$ cat src/shared/chan_cfg_pkg.sv
package chan_cfg_pkg;

  // ----------------------------------------------------------------
  // Sizes and word layout
  // ----------------------------------------------------------------
  localparam int NUM_CHAN = 4;
  localparam int CFG_W = 16;
  localparam int CASCADE_BIT = 14;
  localparam int SEL_LSB = 12;
  localparam int FAST_OFF_BIT = 11;
  localparam int RES_BIT = 10;
  localparam int CONT_BIT = 7;
  localparam int WARN_BIT = 6;
  localparam int MODE_LSB = 4;
  localparam int WPU_BIT = 3;
  localparam int WPD_BIT = 2;
  // Bits 15 and 9:8 never store
  localparam logic [15:0] CFG_WRITE_MASK = 16'h7cff;
  localparam logic [15:0] CFG_RESET = 16'h0000;
  // Supervisor step sizes in mV
  localparam logic [3:0] STEP_FINE_MV = 4'h4;
  localparam logic [3:0] STEP_COARSE_MV = 4'h8;

  // ----------------------------------------------------------------
  // Types
  // ----------------------------------------------------------------
  typedef enum logic [1:0] {
    DAC_SERVO = 2'b00,
    DAC_OPEN = 2'b01,
    DAC_DIRECT = 2'b10,
    DAC_SOFT_HOLD = 2'b11
  } dac_mode_type;

  typedef enum logic [2:0] {
    TRIM_OFF = 3'b000,
    TRIM_SOFT = 3'b001,
    TRIM_SERVO = 3'b010,
    TRIM_HOLD = 3'b011,
    TRIM_DIRECT = 3'b100
  } trim_state_type;

  typedef struct packed {
    logic cascade;
    logic [1:0] sel;
    logic fast_off;
    logic res_low;
    logic cont;
    logic on_warn;
    dac_mode_type mode;
    logic wpu;
    logic wpd;
  } cfg_fields_type;

  typedef struct packed {
    logic on;
    logic rise_done;
    logic fault_off;
    logic seq_req;
    logic fault_retry;
    logic soft_done;
    logic at_target;
    logic ov_warn;
    logic uv_warn;
  } chan_status_type;

  typedef struct packed {
    logic connect;
    logic soft_req;
    logic servo;
    logic nominal;
    logic from_reg;
    logic write_ok;
    logic fast_servo;
  } dac_ctl_type;

  typedef struct packed {
    logic out;
    logic oe;
    logic enable_pin_weak_pullup;
    logic enable_pin_weak_pulldown;
  } pin_drive_type;

  // Splits a stored word into its fields
  function automatic cfg_fields_type decode_cfg(input logic [15:0] w);
    cfg_fields_type f;
    f.cascade = w[CASCADE_BIT];
    f.sel = w[SEL_LSB+:2];
    f.fast_off = w[FAST_OFF_BIT];
    f.res_low = w[RES_BIT];
    f.cont = w[CONT_BIT];
    f.on_warn = w[WARN_BIT];
    f.mode = dac_mode_type'(w[MODE_LSB+:2]);
    f.wpu = w[WPU_BIT];
    f.wpd = w[WPD_BIT];
    return f;
  endfunction : decode_cfg

endpackage : chan_cfg_pkg

$ cat src/hw/cfg_word_store.sv
`timescale 1ns/1ps
module cfg_word_store (
  // Clock and reset
  input wire logic clk,
  input wire logic rst_n,
  // Write port
  input wire logic wr_en,
  input wire logic [1:0] wr_chan,
  input wire logic [15:0] wr_data,
  // Stored words
  output logic [chan_cfg_pkg::NUM_CHAN-1:0][15:0] words_q
);

  // ----------------------------------------------------------------
  // One word per channel
  // ----------------------------------------------------------------
  for (genvar gi = 0; gi < chan_cfg_pkg::NUM_CHAN; gi++)
  begin : g_word
    // Reserved bits are dropped on write
    always_ff @(posedge clk or negedge rst_n)
    begin
      if (!rst_n)
        words_q[gi] <= chan_cfg_pkg::CFG_RESET;
      else if (wr_en && wr_chan == 2'(gi))
        words_q[gi] <= wr_data & chan_cfg_pkg::CFG_WRITE_MASK;
    end

  end
endmodule : cfg_word_store

$ cat src/hw/trim_dac_ctrl.sv
`timescale 1ns/1ps
module trim_dac_ctrl (
  // Clock and reset
  input wire logic clk,
  input wire logic rst_n,
  // Channel settings and state
  input chan_cfg_pkg::cfg_fields_type cfg,
  input chan_cfg_pkg::chan_status_type stat,
  // Trim DAC controls
  output chan_cfg_pkg::dac_ctl_type ctl_q
);

  chan_cfg_pkg::trim_state_type state_q, state_d;
  chan_cfg_pkg::dac_mode_type mode_q;
  logic act;
  logic warn_hit;
  logic nom_q, nom_d;

  assign act = stat.on & stat.rise_done;
  assign warn_hit = stat.ov_warn | stat.uv_warn;

  // ----------------------------------------------------------------
  // Connection sequence
  // ----------------------------------------------------------------
  always_comb
  begin
    state_d = state_q;
    nom_d = nom_q;
    if (!act || cfg.mode == chan_cfg_pkg::DAC_OPEN ||
        (state_q != chan_cfg_pkg::TRIM_OFF && cfg.mode != mode_q))
    begin
      state_d = chan_cfg_pkg::TRIM_OFF;
      nom_d = 1'b0;
    end
    else
      unique case (state_q)
        chan_cfg_pkg::TRIM_OFF:
          state_d = (cfg.mode == chan_cfg_pkg::DAC_DIRECT) ?
            chan_cfg_pkg::TRIM_DIRECT : chan_cfg_pkg::TRIM_SOFT;
        chan_cfg_pkg::TRIM_SOFT:
          if (stat.soft_done)
            state_d = (mode_q == chan_cfg_pkg::DAC_SERVO) ?
              chan_cfg_pkg::TRIM_SERVO : chan_cfg_pkg::TRIM_HOLD;
        chan_cfg_pkg::TRIM_SERVO:
          if (stat.at_target && !cfg.cont)
          begin
            state_d = chan_cfg_pkg::TRIM_HOLD;
            nom_d = 1'b0;
          end
        chan_cfg_pkg::TRIM_HOLD:
          if (mode_q == chan_cfg_pkg::DAC_SERVO && cfg.cont)
            state_d = chan_cfg_pkg::TRIM_SERVO;
          else if (mode_q == chan_cfg_pkg::DAC_SERVO && cfg.on_warn && warn_hit)
          begin
            state_d = chan_cfg_pkg::TRIM_SERVO;
            nom_d = 1'b1;
          end
        chan_cfg_pkg::TRIM_DIRECT:
          state_d = chan_cfg_pkg::TRIM_DIRECT;
        default:
          state_d = chan_cfg_pkg::TRIM_OFF;
      endcase
  end

  // State, entry mode and decoded outputs
  always_ff @(posedge clk or negedge rst_n)
  begin
    if (!rst_n)
    begin
      state_q <= chan_cfg_pkg::TRIM_OFF;
      mode_q <= chan_cfg_pkg::DAC_SERVO;
      nom_q <= 1'b0;
      ctl_q <= '0;
    end
    else
    begin
      state_q <= state_d;
      nom_q <= nom_d;
      if (state_q == chan_cfg_pkg::TRIM_OFF)
        mode_q <= cfg.mode;
      ctl_q.connect <= state_d != chan_cfg_pkg::TRIM_OFF;
      ctl_q.soft_req <= state_d == chan_cfg_pkg::TRIM_SOFT;
      ctl_q.servo <= state_d == chan_cfg_pkg::TRIM_SERVO;
      ctl_q.nominal <= nom_d;
      ctl_q.from_reg <= state_d == chan_cfg_pkg::TRIM_DIRECT;
      ctl_q.write_ok <= state_d == chan_cfg_pkg::TRIM_DIRECT ||
        (state_d == chan_cfg_pkg::TRIM_HOLD && cfg.mode == chan_cfg_pkg::DAC_SOFT_HOLD);
      ctl_q.fast_servo <= state_d == chan_cfg_pkg::TRIM_SERVO && !cfg.fast_off;
    end
  end
endmodule : trim_dac_ctrl

$ cat src/hw/channel_config_decode.sv
`timescale 1ns/1ps
module channel_config_decode (
  // Clock and reset
  input wire logic clk,
  input wire logic rst_n,
  // Configuration word access
  input wire logic cfg_wr_en,
  input wire logic [1:0] cfg_wr_chan,
  input wire logic [15:0] cfg_wr_data,
  input wire logic [1:0] cfg_rd_chan,
  output logic [15:0] cfg_rd_data_q,
  // Control input pins
  input wire logic control_input_zero,
  input wire logic control_input_one,
  input wire logic control_input_two,
  input wire logic control_input_three,
  // Channel state from the sequencer
  input chan_cfg_pkg::chan_status_type [chan_cfg_pkg::NUM_CHAN-1:0] chan_stat,
  // Sequencing decisions
  output logic [chan_cfg_pkg::NUM_CHAN-1:0] ctl_sel_q,
  output logic [chan_cfg_pkg::NUM_CHAN-1:0] chan_start_q,
  output logic [chan_cfg_pkg::NUM_CHAN-1:0] retry_ok_q,
  // Supervisor step size in mV
  output logic [chan_cfg_pkg::NUM_CHAN-1:0][3:0] sup_step_mv_q,
  // Trim DAC controls
  output chan_cfg_pkg::dac_ctl_type [chan_cfg_pkg::NUM_CHAN-1:0] dac_ctl_q,
  // Output-enable pin drivers
  output chan_cfg_pkg::pin_drive_type [chan_cfg_pkg::NUM_CHAN-1:0] pin_q
);

  // ----------------------------------------------------------------
  // Declarations
  // ----------------------------------------------------------------
  logic [chan_cfg_pkg::NUM_CHAN-1:0][15:0] words;
  logic [3:0] ctl_pins;
  logic [3:0] ctl_meta_q;
  logic [3:0] ctl_sync_q;
  chan_cfg_pkg::cfg_fields_type [chan_cfg_pkg::NUM_CHAN-1:0] fields;

  assign ctl_pins = {control_input_three, control_input_two,
                     control_input_one, control_input_zero};

  // ----------------------------------------------------------------
  // Per-channel word storage
  // ----------------------------------------------------------------
  cfg_word_store u_store (
    .clk(clk),
    .rst_n(rst_n),
    .wr_en(cfg_wr_en),
    .wr_chan(cfg_wr_chan),
    .wr_data(cfg_wr_data),
    .words_q(words)
  );

  // Read back of the addressed word
  always_ff @(posedge clk or negedge rst_n)
  begin
    if (!rst_n)
      cfg_rd_data_q <= 16'h0000;
    else
      cfg_rd_data_q <= words[cfg_rd_chan] & chan_cfg_pkg::CFG_WRITE_MASK;
  end

  // ----------------------------------------------------------------
  // Control pin synchronisers
  // ----------------------------------------------------------------
  for (genvar gp = 0; gp < 4; gp++)
  begin : g_sync
    // Two stages before any use
    always_ff @(posedge clk or negedge rst_n)
    begin
      if (!rst_n)
      begin
        ctl_meta_q[gp] <= 1'b0;
        ctl_sync_q[gp] <= 1'b0;
      end
      else
      begin
        ctl_meta_q[gp] <= ctl_pins[gp];
        ctl_sync_q[gp] <= ctl_meta_q[gp];
      end
    end
  end

  // ----------------------------------------------------------------
  // Channel logic
  // ----------------------------------------------------------------
  for (genvar gc = 0; gc < chan_cfg_pkg::NUM_CHAN; gc++)
  begin : g_chan
    logic sel_lvl;
    chan_cfg_pkg::chan_status_type st;

    assign fields[gc] = chan_cfg_pkg::decode_cfg(words[gc]);
    assign sel_lvl = ctl_sync_q[fields[gc].sel];
    assign st = chan_stat[gc];

    // Selected control level
    always_ff @(posedge clk or negedge rst_n)
    begin
      if (!rst_n)
        ctl_sel_q[gc] <= 1'b0;
      else
        ctl_sel_q[gc] <= sel_lvl;
    end

    // Start permission; in cascade, control only starts, never stops
    always_ff @(posedge clk or negedge rst_n)
    begin
      if (!rst_n)
        chan_start_q[gc] <= 1'b0;
      else if (fields[gc].cascade)
        chan_start_q[gc] <= st.seq_req & (sel_lvl | st.on);
      else
        chan_start_q[gc] <= st.seq_req & sel_lvl;
    end

    // Fault retry permission
    always_ff @(posedge clk or negedge rst_n)
    begin
      if (!rst_n)
        retry_ok_q[gc] <= 1'b0;
      else
        retry_ok_q[gc] <= st.fault_retry & (fields[gc].cascade | sel_lvl);
    end

    // Supervisor step size
    always_ff @(posedge clk or negedge rst_n)
    begin
      if (!rst_n)
        sup_step_mv_q[gc] <= chan_cfg_pkg::STEP_FINE_MV;
      else
        sup_step_mv_q[gc] <= fields[gc].res_low ? chan_cfg_pkg::STEP_COARSE_MV :
          chan_cfg_pkg::STEP_FINE_MV;
    end

    // Output-enable pin driver
    always_ff @(posedge clk or negedge rst_n)
    begin
      if (!rst_n)
        pin_q[gc] <= '{out: 1'b0, oe: 1'b1, enable_pin_weak_pullup: 1'b0,
                       enable_pin_weak_pulldown: 1'b0};
      else if (st.on)
        pin_q[gc] <= '{out: fields[gc].wpu, oe: fields[gc].wpu,
                       enable_pin_weak_pullup: fields[gc].wpu,
                       enable_pin_weak_pulldown: 1'b0};
      else if (!fields[gc].wpd || st.fault_off)
        pin_q[gc] <= '{out: 1'b0, oe: 1'b1, enable_pin_weak_pullup: 1'b0,
                       enable_pin_weak_pulldown: 1'b0};
      else
        pin_q[gc] <= '{out: 1'b0, oe: 1'b1, enable_pin_weak_pullup: 1'b0,
                       enable_pin_weak_pulldown: 1'b1};
    end

    // Trim DAC connection sequence
    trim_dac_ctrl u_trim (
      .clk(clk),
      .rst_n(rst_n),
      .cfg(fields[gc]),
      .stat(st),
      .ctl_q(dac_ctl_q[gc])
    );

  end
endmodule : channel_config_decode

$ cat config.mk
export PLATFORM = sky130hd
export DESIGN_NAME = channel_config_decode
export DESIGN_NICKNAME = d
export VERILOG_FILES = /design/src/shared/chan_cfg_pkg.sv /design/src/hw/cfg_word_store.sv /design/src/hw/trim_dac_ctrl.sv /design/src/hw/channel_config_decode.sv
export SDC_FILE = /design/constraint.sdc
export NUM_CORES = 1
export LEC_CHECK = 0
export BUFFER_PORTS_ARGS = -buffer_cell sky130_fd_sc_hd__buf_2
export CAP_MARGIN = 20
export CORE_ASPECT_RATIO = 1.1
export CORE_MARGIN = 2
export CORE_UTILIZATION = 45
export CTS_CLUSTER_SIZE = 30
export DETAILED_ROUTE_END_ITERATION = 16
export PLACE_DENSITY = 0.79
export REMOVE_ABC_BUFFERS = 1
export SLEW_MARGIN = 20
export SYNTH_ARGS = -nofsm -noshare
export SYNTH_HDL_FRONTEND = slang
export SYNTH_SLANG_ARGS = --single-unit
$ cat constraint.sdc
create_clock -name clk -period 2.35 [get_ports clk]
set_input_delay 0.1175 -clock clk [delete_from_list [all_inputs] [get_ports clk]]
set_output_delay 0.1175 -clock clk [all_outputs]
set_load 0.03 [all_outputs]
==> flow_metrics.tcl <==
set metrics [dict create \
    syn2layout_area_growth_pct 26.78 \
    cts_tree "yes" \
    cp-end-kind "flip-flop" \
    dieHeight_um 129.1 \
    seq_area_frac_synth_pct 59.92 \
    maxSlewViolCount 0 \
    clock-sinks 153 \
    syn_avg_cell_area_um2 13.52 \
    rsz0062_at_grt "no" \
    critPathRequiredTime_ns 2.69 \
    grt_pass1_vias 4528 \
    port_buffers 136 \
    yosysWarningCount 0 \
    hold_viol 0 \
    cts_resized 0 \
    finalSetupViolCount 0 \
    pre_cts_ws_ns 0.5574 \
    hold_buffers 35 \
    cts_buffers 17 \
    netlist_area_um2 6406 \
    fmax_ghz 0.5555 \
    ys_types 60 \
    worstSkewPairLatency_ns 0.42 \
    grt_use_total_pct 20.32 \
    synth_seq_cells 153 \
    synth.most_common_cell "dfrtp_1" \
    async_flop_share_pct 100.0 \
    synth_edf_count 0 \
    gp_congestion 0.8653 \
    skew_ns 0.008663 \
    tns_ns 0 \
    grt_pass1_wl_mm 23.67 \
    num_rows 45 \
    critPathMaxFanout 8 \
    setup.worst_path.start_class "flip-flop" \
    clk_pin_slew_ns 0.06 \
    ys_top_cells_by_area "dfrtp_1 (57%), mux2_2 (9.3%), mux4_2 (6.0%), dfstp_2 (3.3%), buf_4 (2.2%)" \
    grt_overflow 0 \
    worstMarginPinSlew_ns 0.8914 \
    root_buffer "clkbuf_16" \
    post_cts_buffers 0 \
    grt_max_degree 64 \
    ant_nets 0 \
    wl_per_cell_um 17.50 \
    fin_crit_ns 1.800 \
    initial_utilization_pct 46.25 \
    drt_pass1_iterations 4 \
    antenna_found_initial 0 \
    htree_levels 4 \
    fin_ws_ns 0.5498 \
    drcViolationCount 0 \
    maxCapViolCount 0 \
    ir_drop_mv 0.4922 \
    antenna_cells 0 \
    synthCells 474 \
    hold_path.class "in2reg" \
    vias_per_cell 5.181 \
    slew_headroom_pct 40.39 \
    nets 709 \
    cts.path.max_buffers 2 \
    die-area_um2 15210 \
    hpwlAfterDp_mm 10.52 \
    powerDensity_nw_per_um2 955.9 \
    synthTopCellsByCount "dfrtp_1 (145), mux2_2 (53), nor2_1 (26)" \
    p_leak_nw 3.797 \
    worst-setup-path-type "reg2reg" \
    period_share_pct 76.60 \
    cp_data_arrival_time_ns 2.14 \
    drive_above_1_share_pct 40.21 \
    r2r_setup_slack_ns 0.55 \
    coreArea_um2 13850 \
    finalWirelength_mm 14.82 \
    die_x_um 117.8 \
    synth_ff_type "dfrtp_1" \
    outcome "finished clean" \
    synth_top_area_share_pct 56.64 \
    ios 151 \
    synth.largest_area_cell "dfrtp_1" \
    first_iter_violations 242 \
    route.vias.total 4388 \
]
-- per-layer routing --
layer | vias to the layer above | global-route usage, % | wire (um)
met3 | 17 | 4.533 | 567
met2 | 126 | 34.34 | 7563
li1 | 2035 | - | -
met4 | 0 | 6.449 | 199
met1 | 2210 | 26.45 | 6493
met5 | - | 0 | 0
-- power breakdown --
group / switching [W] / leakage (nW) / internal (W)
combinational: 0.00107 / 1.65 / 0.000737
clock: 0.00107 / 0.252 / 0.00146
sequential: 0.000357 / 1.89 / 0.00307
-- state kept, by name, summed over array words and instances (netlist names) --
signal                 flops
retry_ok_q                 4
g_chan.u_trim.state_q     12
u_store.words_q           52
cfg_rd_data_q             13
ctl_sync_q                 4
pin_q                     12
sup_step_mv_q              8
g_chan.u_trim.mode_q       8
ctl_meta_q                 4
ctl_sel_q                  4
g_chan.u_trim.ctl_q       28
chan_start_q               4
-- cells by family after synthesis --
kind of cell              Yosys count  synth area share (%)
AOI/OAI and AO/OA                  66                 7.774
xor gates and xnor gates            8                 1.094
buffers and inverters              53                 4.414
DFF                               153                 59.92
muxes                              70                 15.29
other                               1               0.05854
and+or+nand+nor                   123                 11.45
-- cell type report --
type	instances	area [um2]
fill	1164	5729
sequential	153	3839
multi-input combinational	278	2322
timing repair buffer	175	1092
clock buffer	19	432.9
tap	188	235.2
clock inverter	13	120.1
inverter	21	80.08
-- per-stage QoR --
stage          util (%)  power, W  cell area [um2]  hold WS (ns)  cells
2_1_floorplan         -  0.004614             6241       -0.1781    452
3_3_place_gp      52.11  0.005188             7218        0.1405    780
3_5_place_dp      52.11  0.005244             7218        0.1491    780
4_1_cts           58.64  0.007840             8122      0.008201    847
5_1_grt           58.64  0.008154             8122       0.01989    847
6_report          58.64  0.007764             8122       0.04342    847
-- worst max-delay path, stage by stage (launching register included) --
cell and delay, ns:
dfrtp_1 0.48, xor2_1 0.25, or4_4 0.56, a31oi_1 0.23, a2bb2oi_1 0.19
-- worst paths after layout --
kind | end | cells after the start | start
worst max-delay path | g_chan[3].u_trim.ctl_q[1] | 4 | u_store.words_q[53]
worst min-delay path | g_chan[1].u_trim.ctl_q[2] | 3 | chan_stat[16]
worst max register to register | g_chan[3].u_trim.ctl_q[1] | 4 | u_store.words_q[53]
worst min register to register | ctl_sync_q[2] | 0 | ctl_meta_q[2]
max in group asynchronous | pin_q[2] | 3 | rst_n
min in group asynchronous | g_chan[2].u_trim.ctl_q[2] | 2 | rst_n
-- placed cells by master, fill, tap and decap left out, types with 11 or more instances in the layout --
cell	instances
nor2_1	26
dfrtp_1	145
mux4_2	17
a21oi_1	11
conb_1	11
buf_2	135
nand2_1	15
clkbuf_16	17
mux2_2	53
dlygate4sd3_1	35
inv_1	20
No activity file was read; power rests on OpenSTA's default activity.
